`src/hw/adc_ctrl_pkg.sv`:
```
package adc_ctrl_pkg;
    localparam int ATTN_W = 2;
    localparam logic [1:0] ATTN_BYPASS = 2'h0;
    localparam int TRIM_W = 10;
    localparam logic [9:0] TRIM_MID = 10'h200;
    localparam int RAW_W = 10;
    localparam int RESULT_W = 16;
    localparam int AVG_W = 3;
    localparam int SMPL_W = 4;
    localparam int CHAN_W = 3;
    localparam int SMPL_CYCLES_PER_STEP = 8;
    localparam int ACC_W = RESULT_W + 8;
    localparam int BIAS_LOAD_UA = 20;
    typedef enum logic [1:0] {
        ST_IDLE = 2'b00,
        ST_SAMPLE = 2'b01,
        ST_CONVERT = 2'b10,
        ST_STORE = 2'b11
    } seq_state_type;
endpackage

```
`src/hw/adc_trim_and_sequence_ctrl.sv`:
```
// Function
// - Attenuation code selects bypass or x2/x3/x4 scaling.
// - Mute ties converter input to half reference.
// - Sign bit inverts comparator offset polarity.
// - Chopper alternates offset sign per conversion.
// - Non-zero average exponent averages multiple conversions.
// - Bias load enable turns on 20 uA load.
// - Trims drive offset network; 0x200 means none.
// - Equal trims shift differential common-mode level.
// - Single-ended select chooses sampling mode.
// - An irq clear write clears pending interrupt unless a result finishes in the same cycle.
// - Start stays high while busy; ignored restart.
// - Average two-power samples, 16-bit left aligned.
// - Chopper takes opposite-sign conversion pairs.
`timescale 1ns/10ps
`default_nettype none
module adc_trim_and_sequence_ctrl
    import adc_ctrl_pkg::*;
#(
    parameter int CONV_CYCLES = 4
) (
    input wire logic mclk_in,
    input wire logic rst_in,
    input wire logic clk_en_in,
    input wire logic converter_enable_in,
    input wire logic conversion_start_wr_in,
    input wire logic continuous_sel_in,
    input wire logic single_ended_sel_in,
    input wire logic [CHAN_W-1:0] channel_select_in,
    input wire logic [ATTN_W-1:0] input_attenuation_sel_in,
    input wire logic input_mute_in,
    input wire logic offset_sign_invert_in,
    input wire logic chopper_enable_in,
    input wire logic [AVG_W-1:0] average_count_exp_in,
    input wire logic [SMPL_W-1:0] sample_time_sel_in,
    input wire logic regulator_bias_load_en_in,
    input wire logic [TRIM_W-1:0] pos_offset_trim_in,
    input wire logic [TRIM_W-1:0] neg_offset_trim_in,
    input wire logic irq_clear_port_wr_in,
    input wire logic [RAW_W-1:0] raw_sample_in,
    output logic conversion_start_out,
    output logic conversion_done_irq_out,
    output logic [RESULT_W-1:0] result_value_out,
    output logic [ATTN_W-1:0] analog_attn_out,
    output logic analog_attn_bypass_out,
    output logic analog_mute_out,
    output logic analog_sign_out,
    output logic analog_single_ended_out,
    output logic [CHAN_W-1:0] analog_channel_out,
    output logic analog_bias_load_out,
    output logic [TRIM_W-1:0] analog_pos_trim_out,
    output logic [TRIM_W-1:0] analog_neg_trim_out,
    output logic analog_sample_out
);

    // ==========================================================
    // Sequencer
    seq_state_type state_q, state_d;
    logic [7:0] cnt_q;
    logic [8:0] conv_left_q;
    logic [ACC_W-1:0] acc_q;
    logic [AVG_W-1:0] exp_q;
    logic chop_q;
    logic sign_q;

    wire idle = (state_q == ST_IDLE);
    wire go = idle && converter_enable_in && conversion_start_wr_in;
    wire [8:0] pow_n = 9'h001 << average_count_exp_in;
    // Chopping needs at least a pair so the offset cancels.
    wire [8:0] n_conv = (chopper_enable_in && pow_n < 9'h002) ? 9'h002 : pow_n;
    wire [7:0] smpl_len = 8'(SMPL_CYCLES_PER_STEP) * {4'h0, sample_time_sel_in};
    wire cnt_done = (cnt_q == 8'h00);
    wire last_conv = (conv_left_q == 9'h001);
    wire [ACC_W-1:0] acc_sum = acc_q + {{(ACC_W-RAW_W){1'b0}}, raw_sample_in};
    // Chopper pairs: effective exponent is at least one.
    wire [AVG_W-1:0] eff_exp = (chop_q && exp_q == 3'h0) ? 3'h1 : exp_q;
    wire [ACC_W-1:0] avg_val = acc_sum >> eff_exp;
    // The fraction bits of the mean fill the low bits, so averaging gains resolution.
    wire [ACC_W-1:0] avg_fine = (acc_sum << (RESULT_W - RAW_W)) >> eff_exp;
    wire [RESULT_W-1:0] left_al = avg_fine[RESULT_W-1:0];
    wire sign_next = chop_q ? ~sign_q : sign_q;
    // The pin must show the sign of the sample about to start, not of the one just stored.
    wire sign_d = (idle || (state_q == ST_STORE && last_conv)) ? offset_sign_invert_in
        : ((state_q == ST_STORE) ? sign_next : sign_q);
    wire restart = continuous_sel_in && converter_enable_in;

    always_comb begin
        state_d = state_q;
        case (state_q)
            ST_IDLE: if (go) state_d = ST_SAMPLE;
            ST_SAMPLE: if (cnt_done) state_d = ST_CONVERT;
            ST_CONVERT: if (cnt_done) state_d = ST_STORE;
            ST_STORE: begin
                if (!last_conv) state_d = ST_SAMPLE;
                else if (restart) state_d = ST_SAMPLE;
                else state_d = ST_IDLE;
            end
            default: state_d = ST_IDLE;
        endcase
    end

    always_ff @(posedge mclk_in or posedge rst_in) begin
        if (rst_in) begin
            state_q <= ST_IDLE;
            cnt_q <= 8'h00;
            conv_left_q <= 9'h000;
            acc_q <= '0;
            exp_q <= 3'h0;
            chop_q <= 1'b0;
            sign_q <= 1'b0;
        end else if (clk_en_in) begin
            state_q <= state_d;
            if (idle || (state_q == ST_STORE && last_conv)) begin
                conv_left_q <= n_conv;
                exp_q <= average_count_exp_in;
                chop_q <= chopper_enable_in;
                sign_q <= offset_sign_invert_in;
                acc_q <= '0;
                cnt_q <= smpl_len;
            end else if (state_q == ST_STORE) begin
                conv_left_q <= conv_left_q - 9'h001;
                acc_q <= acc_sum;
                sign_q <= sign_next;
                cnt_q <= smpl_len;
            end else if (cnt_done) begin
                cnt_q <= 8'(CONV_CYCLES - 1);
            end else begin
                cnt_q <= cnt_q - 8'h01;
            end
        end
    end

    // ==========================================================
    // Status and result
    wire finish = (state_q == ST_STORE) && last_conv;

    always_ff @(posedge mclk_in or posedge rst_in) begin
        if (rst_in) begin
            conversion_start_out <= 1'b0;
            conversion_done_irq_out <= 1'b0;
            result_value_out <= '0;
        end else if (clk_en_in) begin
            // Writes while busy fall through: start already reads one.
            if (go) conversion_start_out <= 1'b1;
            else if (finish && !restart) conversion_start_out <= 1'b0;
            // Set beats a clear landing in the same cycle.
            if (finish) conversion_done_irq_out <= 1'b1;
            else if (irq_clear_port_wr_in) conversion_done_irq_out <= 1'b0;
            if (finish) result_value_out <= left_al;
        end
    end

    // ==========================================================
    // Analog controls
    always_ff @(posedge mclk_in or posedge rst_in) begin
        if (rst_in) begin
            analog_attn_out <= ATTN_BYPASS;
            analog_attn_bypass_out <= 1'b1;
            analog_mute_out <= 1'b0;
            analog_sign_out <= 1'b0;
            analog_single_ended_out <= 1'b0;
            analog_channel_out <= '0;
            analog_bias_load_out <= 1'b0;
            analog_pos_trim_out <= TRIM_MID;
            analog_neg_trim_out <= TRIM_MID;
            analog_sample_out <= 1'b0;
        end else if (clk_en_in) begin
            analog_attn_out <= input_attenuation_sel_in;
            analog_attn_bypass_out <= (input_attenuation_sel_in == ATTN_BYPASS);
            analog_mute_out <= input_mute_in;
            analog_sign_out <= sign_d;
            analog_single_ended_out <= single_ended_sel_in;
            analog_channel_out <= channel_select_in;
            analog_bias_load_out <= regulator_bias_load_en_in;
            analog_pos_trim_out <= pos_offset_trim_in;
            analog_neg_trim_out <= neg_offset_trim_in;
            analog_sample_out <= (state_d == ST_SAMPLE);
        end
    end

    // ==========================================================
    // Checks
    property p_irq_hold;
        @(posedge mclk_in) disable iff (rst_in)
        conversion_done_irq_out && !irq_clear_port_wr_in |=> conversion_done_irq_out;
    endproperty
    a_irq_hold: assert property (p_irq_hold) else $error("irq dropped without clear");

    property p_irq_clear;
        @(posedge mclk_in) disable iff (rst_in)
        clk_en_in && irq_clear_port_wr_in && !finish |=> !conversion_done_irq_out;
    endproperty
    a_irq_clear: assert property (p_irq_clear) else $error("clear write ignored");

    property p_finish_sets;
        @(posedge mclk_in) disable iff (rst_in)
        clk_en_in && finish |=> conversion_done_irq_out
            && result_value_out[RESULT_W-1:RESULT_W-RAW_W] == $past(avg_val[RAW_W-1:0]);
    endproperty
    a_finish_sets: assert property (p_finish_sets) else $error("finish did not flag");

    property p_busy_start;
        @(posedge mclk_in) disable iff (rst_in)
        !idle |-> conversion_start_out;
    endproperty
    a_busy_start: assert property (p_busy_start) else $error("start low while busy");

    property p_chop_toggle;
        @(posedge mclk_in) disable iff (rst_in)
        clk_en_in && state_q == ST_STORE && !last_conv && chop_q |=> sign_q != $past(sign_q);
    endproperty
    a_chop_toggle: assert property (p_chop_toggle) else $error("chopper sign not flipped");

    property p_chop_pair;
        @(posedge mclk_in) disable iff (rst_in)
        clk_en_in && go && chopper_enable_in |=> conv_left_q >= 9'h002;
    endproperty
    a_chop_pair: assert property (p_chop_pair) else $error("chopper without pair");

    property p_avg_count;
        @(posedge mclk_in) disable iff (rst_in)
        clk_en_in && go && !chopper_enable_in |=> conv_left_q == $past(pow_n);
    endproperty
    a_avg_count: assert property (p_avg_count) else $error("wrong average count");

    property p_attn;
        @(posedge mclk_in) disable iff (rst_in)
        clk_en_in |=> analog_attn_bypass_out == ($past(input_attenuation_sel_in) == ATTN_BYPASS);
    endproperty
    a_attn: assert property (p_attn) else $error("attenuator bypass wrong");

    property p_mute_bias;
        @(posedge mclk_in) disable iff (rst_in)
        clk_en_in |=> analog_mute_out == $past(input_mute_in)
            && analog_bias_load_out == $past(regulator_bias_load_en_in);
    endproperty
    a_mute_bias: assert property (p_mute_bias) else $error("mute or bias load wrong");

endmodule
`default_nettype wire

```
`config.mk`:
```
export PLATFORM = sky130hd
export DESIGN_NAME = adc_trim_and_sequence_ctrl
export DESIGN_NICKNAME = d
export VERILOG_FILES = /design/src/hw/adc_ctrl_pkg.sv /design/src/hw/adc_trim_and_sequence_ctrl.sv
export SDC_FILE = /design/constraint.sdc
export NUM_CORES = 1
export LEC_CHECK = 0
export BUFFER_PORTS_ARGS = -buffer_cell sky130_fd_sc_hd__buf_2
export CAP_MARGIN = 20
export CORE_ASPECT_RATIO = 1.2
export CORE_MARGIN = 3
export CORE_UTILIZATION = 55
export CTS_CLUSTER_DIAMETER = 150
export DETAILED_ROUTE_END_ITERATION = 7
export PLACE_DENSITY = 0.79
export SYNTH_ARGS = -nofsm -noshare
export SYNTH_HDL_FRONTEND = slang
export SYNTH_SLANG_ARGS = --single-unit
```
`constraint.sdc`:
```
create_clock -name mclk_in -period 3 [get_ports mclk_in]
set_clock_uncertainty 0.1 [all_clocks]
set_input_delay 0.3 -clock mclk_in [delete_from_list [all_inputs] [get_ports mclk_in]]
set_output_delay 0.3 -clock mclk_in [all_outputs]
set_load 0.02 [all_outputs]
```
Yosys cells after proc, flatten, opt, wreduce, memory -nomap -nowiden
Index checks and enable logic that the tools add are counted.
{"block": "word_totals", "latchBits": 0, "n_memories": 0, "out_inout_bits": 49, "in_bits": 54, "ram_bits": 0, "ff_bits": 96, "romBits": 0}
{"block": "classes", "n_div": 0, "shifts": 2, "n_mul": 0, "reduce_logical": 23, "mux": 22, "n_lt_le_gt_ge": 1, "bitwise": 1, "n_eq_ne": 5, "addsub": 3}
{"operator": "$mux W24", "n": 2}
{"operator": "$mux W9", "n": 3}
{"operator": "$add A24 B10 Y24", "n": 1}
{"operator": "$mux W8", "n": 3}
{"operator": "$shr A24 B3 Y16", "n": 1}
{"operator": "$reduce_and A2 Y1", "n": 5}
{"operator": "$eq A9 B1 Y1 const B", "n": 1}
{"operator": "$lt A9 B2 Y1 const B", "n": 1}
{"operator": "$mux W1", "n": 9}
{"operator": "$shl A1 B3 Y9 const A", "n": 1}
{"operator": "$sub A9 B1 Y9 const B", "n": 1}
{"operator": "$logic_not A8 Y1", "n": 1}
{"operator": "$pmux W2 S4", "n": 1}
{"operator": "$reduce_bool A2 Y1", "n": 4}
{"operator": "$sub A8 B1 Y8 const B", "n": 1}
{"operator": "$logic_and A1 B1 Y1", "n": 7}
{"operator": "$mux W2", "n": 3}
{"operator": "$eq A2 B1 Y1 const B", "n": 2}
{"operator": "$eq A2 B2 Y1 const B", "n": 2}
{"operator": "$logic_not A2 Y1", "n": 2}
{"operator": "$logic_not A3 Y1", "n": 1}
{"operator": "$mux W3", "n": 1}
{"operator": "$reduce_and A3 Y1", "n": 1}
{"operator": "$logic_not A1 Y1", "n": 1}
{"operator": "2 further kinds", "n": 2}

Depth between registers and ports, before layout
{"block": "depth", "depth_word": 6, "mapped_depth": 10}

Least setup slack after synthesis
Ideal clock, no wire load.
{"block": "synth_path", "path_kind": "reg2reg", "startpoint": "reg acc_q[0]", "endpoint": "reg result_value_out[8]", "period_less_slack_ns": 2.633, "arrival_ns": 2.407, "path_stages_with_launch": 11, "required_ns": 2.774, "setup_slack_ns": 0.367, "path_buffers": 0, "cell_sequence": "dfrtp_1 -> ha_1 -> inv_1 -> fa_1 -> nand2b_1 -> a21oi_2 -> o21ai_1 -> xnor2_1 -> mux2_2 -> o21ai_1 -> a221o_1"}
{"block": "synth_between", "elab_chain_len": 2}
{"element": "start, declared", "line_no": "adc_trim_and_sequence_ctrl.sv:61", "text": "logic [ACC_W-1:0] acc_q;"}
{"element": "start signal, assigned", "line_no": "adc_trim_and_sequence_ctrl.sv:122", "text": "acc_q <= acc_sum;"}
{"element": "$add A24 B10 Y24", "line_no": "adc_trim_and_sequence_ctrl.sv:74", "text": "wire [ACC_W-1:0] acc_sum = acc_q + {{(ACC_W-RAW_W){1'b0}}, raw_sample_in};"}
{"element": "$shr A24 B3 Y16", "line_no": "adc_trim_and_sequence_ctrl.sv:79", "text": "wire [ACC_W-1:0] avg_fine = (acc_sum << (RESULT_W - RAW_W)) >> eff_exp;"}
{"element": "end signal, assigned", "line_no": "adc_trim_and_sequence_ctrl.sv:149", "text": "if (finish) result_value_out <= left_al;"}
{"element": "end, declared", "line_no": "adc_trim_and_sequence_ctrl.sv:43", "text": "output logic [RESULT_W-1:0] result_value_out,"}
No other way between the ends.
A chain may end at the register's enable or synchronous reset.

Worst setup path in the final report
{"block": "layout_path", "startpoint": "reg acc_q[1]", "endpoint": "reg result_value_out[8]"}
The elaborated chain is that of the path after synthesis.

==> report_table.html <==
<table>
<tr><th>Metric</th><th>Value</th></tr>
<tr><th colspan="2">Power and ir drop</th></tr>
<tr><td>Leakage component of the power</td><td>3.051 nW</td></tr>
<tr><td>Design Power</td><td>0.006514 W</td></tr>
<tr><td>Maximum ir drop on the vdd rail</td><td>0.0004452 V</td></tr>
<tr><td>Power density cells</td><td>996.9 nW/µm²</td></tr>
<tr><th colspan="2">Detailed routing</th></tr>
<tr><td>Detail Route met3 WL</td><td>875 µm</td></tr>
<tr><td>Overall via count from detail_route</td><td>5061</td></tr>
<tr><td>DR iter-0 viols</td><td>221</td></tr>
<tr><td>DR WL met2</td><td>7502 µm</td></tr>
<tr><td>Post-route DRC violation count</td><td>0</td></tr>
<tr><td>First-pass iteration count of the detailed router</td><td>5</td></tr>
<tr><td>Routed wire length</td><td>14880 µm</td></tr>
<tr><td>Detailed-route wire length on metal 1</td><td>6099 µm</td></tr>
<tr><td>Final ANT Viol Nets</td><td>0</td></tr>
<tr><td>Topmost layer with routed signal wires</td><td>met4</td></tr>
<tr><td>WL/cell</td><td>18.04 µm</td></tr>
<tr><td>DR vias/cell</td><td>6.135</td></tr>
<tr><th colspan="2">Clock tree</th></tr>
<tr><td>CTS tree</td><td>done</td></tr>
<tr><td>Cell chosen for the clock root</td><td>sky130_fd_sc_hd__clkbuf_16</td></tr>
<tr><td>Number of buffers added for setup after CTS</td><td>0</td></tr>
<tr><td>Later-pin clock latency in the skew report</td><td>0.34 ns</td></tr>
<tr><td>Number of H-tree levels</td><td>3</td></tr>
<tr><td>Num CTS Buffers</td><td>9</td></tr>
<tr><td>Clock Pin Slew Worst Setup and Hold Paths</td><td>0.07 ns</td></tr>
<tr><td>Sinks on the clock net</td><td>89</td></tr>
<tr><td>Longest Clk Path Bufs</td><td>2</td></tr>
<tr><th colspan="2">Worst setup path</th></tr>
<tr><td>Max incr delay on CP</td><td>0.41 ns</td></tr>
<tr><td>Worst path cell trace</td><td>ha_1 &gt; a211oi_1 &gt; buf_4 &gt; o21ai_0 &gt; xnor2_1 &gt; o21bai_1 &gt; mux2_2 &gt; and2_1 &gt; a221o_1</td></tr>
<tr><td>Worst setup path category</td><td>reg -&gt; reg</td></tr>
<tr><td>Maximum fanout encountered on the critical timing path</td><td>3</td></tr>
<tr><td>Type of destination of the critical path</td><td>flop</td></tr>
<tr><td>Worst path required time</td><td>3.13 ns</td></tr>
<tr><td>Cell with the largest stage delay on the worst path</td><td>sky130_fd_sc_hd__dfrtp_1</td></tr>
<tr><td>Critical path startpoint category</td><td>flop</td></tr>
<tr><td>Data arrival time at the worst-slack endpoint</td><td>2.97 ns</td></tr>
<tr><th colspan="2">Logic synthesis</th></tr>
<tr><td>Post-synthesis share of cell area spent on xor and xnor gates</td><td>0.01441</td></tr>
<tr><td>Distinct cell type count of the synthesized netlist</td><td>77</td></tr>
<tr><td>Yosys warning count</td><td>0</td></tr>
<tr><td>Post-Syn Nets</td><td>663</td></tr>
<tr><td>Post-synthesis instance area</td><td>5470 µm²</td></tr>
<tr><td>Mean area per synthesized cell</td><td>9.272 µm²</td></tr>
<tr><td>Main synth FF type</td><td>sky130_fd_sc_hd__dfrtp_1</td></tr>
<tr><td>EDFF count, synth</td><td>0</td></tr>
<tr><td>Multiplexer area fraction after synthesis</td><td>0.09698</td></tr>
<tr><td>Sequential element share of the synthesized area</td><td>0.4078</td></tr>
<tr><td>Synth Area in Simple Gates</td><td>0.1599</td></tr>
<tr><td>Main combinational cell family by area after synthesis</td><td>compound AO/OA/AOI/OAI gates</td></tr>
<tr><td>Complex-gate fraction of the synthesized area</td><td>0.2267</td></tr>
<tr><td>Number of cells produced by synthesis</td><td>590</td></tr>
<tr><td>Synthesized-area fraction occupied by adder cells</td><td>0.04483</td></tr>
<tr><td>Async SR Flop Fraction</td><td>1.000</td></tr>
<tr><td>Total of flip-flops plus latches after synthesis</td><td>89</td></tr>
<tr><th colspan="2">Finish</th></tr>
<tr><td>Final instance area</td><td>6534 µm²</td></tr>
<tr><td>Leading cell types in the layout, fill and taps excluded</td><td>sky130_fd_sc_hd__buf_2 (102), sky130_fd_sc_hd__dfrtp_1 (86), sky130_fd_sc_hd__nand2_1 (74), sky130_fd_sc_hd__o21ai_0 (60), sky130_fd_sc_hd__mux2_2 (40)</td></tr>
<tr><td>Fill cell instance count of the final layout</td><td>772</td></tr>
<tr><td>Layout area overhead</td><td>19.44%</td></tr>
<tr><td>Most frequent standard cell in the layout excluding fill and tap cells</td><td>sky130_fd_sc_hd__buf_2</td></tr>
<tr><td>Count of nets after finishing</td><td>770</td></tr>
<tr><td>Antenna cells</td><td>0</td></tr>
<tr><td>Fraction of layout cells with a size suffix above 1</td><td>0.2863</td></tr>
<tr><th colspan="2">Floorplanning</th></tr>
<tr><td>Standard-cell row count</td><td>39</td></tr>
<tr><td>Ports</td><td>103</td></tr>
<tr><td>Overall die width</td><td>97.04 µm</td></tr>
<tr><td>Core area</td><td>9613 µm²</td></tr>
<tr><td>Initial Utilization</td><td>0.5690</td></tr>
<tr><td>Full die area</td><td>11180 µm²</td></tr>
<tr><td>Vertical die dimension</td><td>115.2 µm</td></tr>
<tr><th colspan="2">Place</th></tr>
<tr><td>Total of buffers placed on input and output ports</td><td>102</td></tr>
<tr><td>Routability-driven placement congestion ratio</td><td>0.9335</td></tr>
<tr><td>HPWL reported at the end of detailed placement</td><td>10800 µm</td></tr>
<tr><td>Area after DPL</td><td>6133 µm²</td></tr>
<tr><th colspan="2">STA</th></tr>
<tr><td>Count of final hold-check violations</td><td>0</td></tr>
<tr><td>Final setup vio count</td><td>0</td></tr>
<tr><td>Final Max Tran Viols</td><td>0</td></tr>
<tr><td>Post-Route Setup TNS</td><td>0 ns</td></tr>
<tr><td>Headroom to the max-slew limit</td><td>0.4812</td></tr>
<tr><td>Post-route clock period utilization</td><td>0.9483</td></tr>
<tr><td>Max Freq</td><td>351.5 MHz</td></tr>
<tr><td>Shortest clock period the worst path allows after layout</td><td>2.845 ns</td></tr>
<tr><td>Final hold slack</td><td>0.01018 ns</td></tr>
<tr><td>Transition time at the pin with the least slew margin</td><td>0.7773 ns</td></tr>
<tr><td>RSZ-0062 raised after global routing</td><td>no</td></tr>
<tr><th colspan="2">GRT</th></tr>
<tr><td>Overflow left after global routing</td><td>0</td></tr>
<tr><td>GRT Total Usage</td><td>0.2691</td></tr>
<tr><td>Number of global-route vias before repair</td><td>5108</td></tr>
<tr><td>Largest net degree at the start of global routing</td><td>47</td></tr>
<tr><td>Number of antenna violations at the first check in global routing</td><td>0</td></tr>
<tr><td>Wire length of the first global-routing pass</td><td>24520 µm</td></tr>
<tr><th colspan="2">Run status</th></tr>
<tr><td>Run status</td><td>complete, no violations</td></tr>
<tr><th colspan="2">Worst hold path</th></tr>
<tr><td>Class of the tightest hold or removal check</td><td>in -&gt; reg</td></tr>
<tr><th colspan="2">Job</th></tr>
<tr><td>Maximum Capacitance Violations</td><td>0</td></tr>
</table>
## through the flow
| stage | utilization | instances | setup slack [ns] |
|---|---|---|---|
| 4_1_cts | 0.6764 | 825 | 0.2139 |
| 5_1_grt | 0.6797 | 825 | 0.001629 |
| 6_report | 0.6797 | 825 | 0.1551 |
| 2_1_floorplan | - | 590 | 0.2981 |
| 3_5_place_dp | 0.6380 | 807 | 0.1913 |
| 3_3_place_gp | 0.6380 | 807 | 0.2290 |
## kinds of logic after synthesis
kind of cell,after synthesis
AOI/OAI and AO/OA,188
and+or+nand+nor,185
DFF,89
buffers and inverters,52
muxes,48
adders and majority gates,19
xor gates and xnor gates,9
## routing by layer
layer | GRT usage | up-vias
li1 | - | 2391
met1 | 0.3319 | 2451
met2 | 0.4655 | 179
met3 | 0.05218 | 40
met4 | 0.1133 | 0
met5 | 0 | -
## cells in the mapped netlist (5+ instances only)
cell | number | area [µm²]
sky130_fd_sc_hd__clkbuf_1 | 16 | 60.06
sky130_fd_sc_hd__a211oi_1 | 8 | 60.06
sky130_fd_sc_hd__ha_1 | 18 | 225.2
sky130_fd_sc_hd__mux2i_1 | 8 | 80.08
sky130_fd_sc_hd__o211ai_1 | 12 | 90.09
sky130_fd_sc_hd__a22o_1 | 5 | 43.79
sky130_fd_sc_hd__nor2_1 | 37 | 138.9
sky130_fd_sc_hd__inv_1 | 20 | 75.07
sky130_fd_sc_hd__o21ai_1 | 6 | 30.03
sky130_fd_sc_hd__a21o_1 | 8 | 60.06
sky130_fd_sc_hd__nor4_1 | 9 | 56.30
sky130_fd_sc_hd__xnor2_1 | 6 | 52.55
sky130_fd_sc_hd__nand4_1 | 5 | 31.28
sky130_fd_sc_hd__buf_2 | 5 | 25.02
sky130_fd_sc_hd__mux2_2 | 40 | 450.4
sky130_fd_sc_hd__nand2_1 | 74 | 277.8
sky130_fd_sc_hd__a21oi_1 | 35 | 175.2
sky130_fd_sc_hd__dfrtp_1 | 86 | 2152
sky130_fd_sc_hd__nand3_1 | 13 | 65.06
sky130_fd_sc_hd__o21ai_0 | 60 | 300.3
sky130_fd_sc_hd__nor2b_1 | 5 | 31.28
sky130_fd_sc_hd__nor3_1 | 13 | 65.06
## what timing repair did
action / 4_1_cts / 5_1_grt
setup endpoints to repair: 0 / 8
hold buffers: 2 / 0
gates resized for setup: 0 / 7
hold endpoints to repair: 16 / 0
## worst paths after layout
| check | depth (start not counted) | to | slack (ns) | from |
|---|---|---|---|---|
| setup / recovery | 9 | result_value_out[8] | 0.16 | acc_q[1] |
| setup reg to reg | 9 | result_value_out[8] | 0.16 | acc_q[1] |
| hold reg to reg | 2 | analog_attn_bypass_out | 0.38 | analog_attn_bypass_out |
| min in group asynchronous | 3 | analog_channel_out[1] | 0.55 | rst_in |
| hold / removal | 2 | analog_attn_bypass_out | 0.01 | input_attenuation_sel_in[0] |
| max in group asynchronous | 4 | analog_neg_trim_out[9] | 1.49 | rst_in |
## report_power, final
part	switching, W	internal (W)	total [W]
logic	0.00210	0.00130	0.00340
clock network	0.000492	0.000824	0.00132
registers	0.000281	0.00151	0.00180
## state kept, by name (all words and copies together) (netlist names), 3 cells and up
signal,cells
acc_q,17
analog_channel_out,3
analog_neg_trim_out,10
analog_pos_trim_out,10
cnt_q,8
conv_left_q,9
exp_q,3
result_value_out,16
## final cells by class
type,instances,area (µm²),area share
clock inverter,7,123.9,0.01896
multi-input combinational,449,3000,0.4592
inverter,20,76.32,0.01168
timing repair buffer,128,723.2,0.1107
tap,123,153.9,0.02355
clock buffer,9,225.2,0.03447
sequential,89,2231,0.3414
## worst max-delay path, delay by kind of cell, from the launching register on
kind | cells | cell delay (ns)
xor+xnor | 1 | 0.39
mux | 1 | 0.32
simple gates | 1 | 0.15
compound gates | 4 | 0.84
fa+ha+maj | 1 | 0.32
flops | 1 | 0.41
buf+inv | 1 | 0.18
Note: power is estimated with default switching activity, not from simulation.
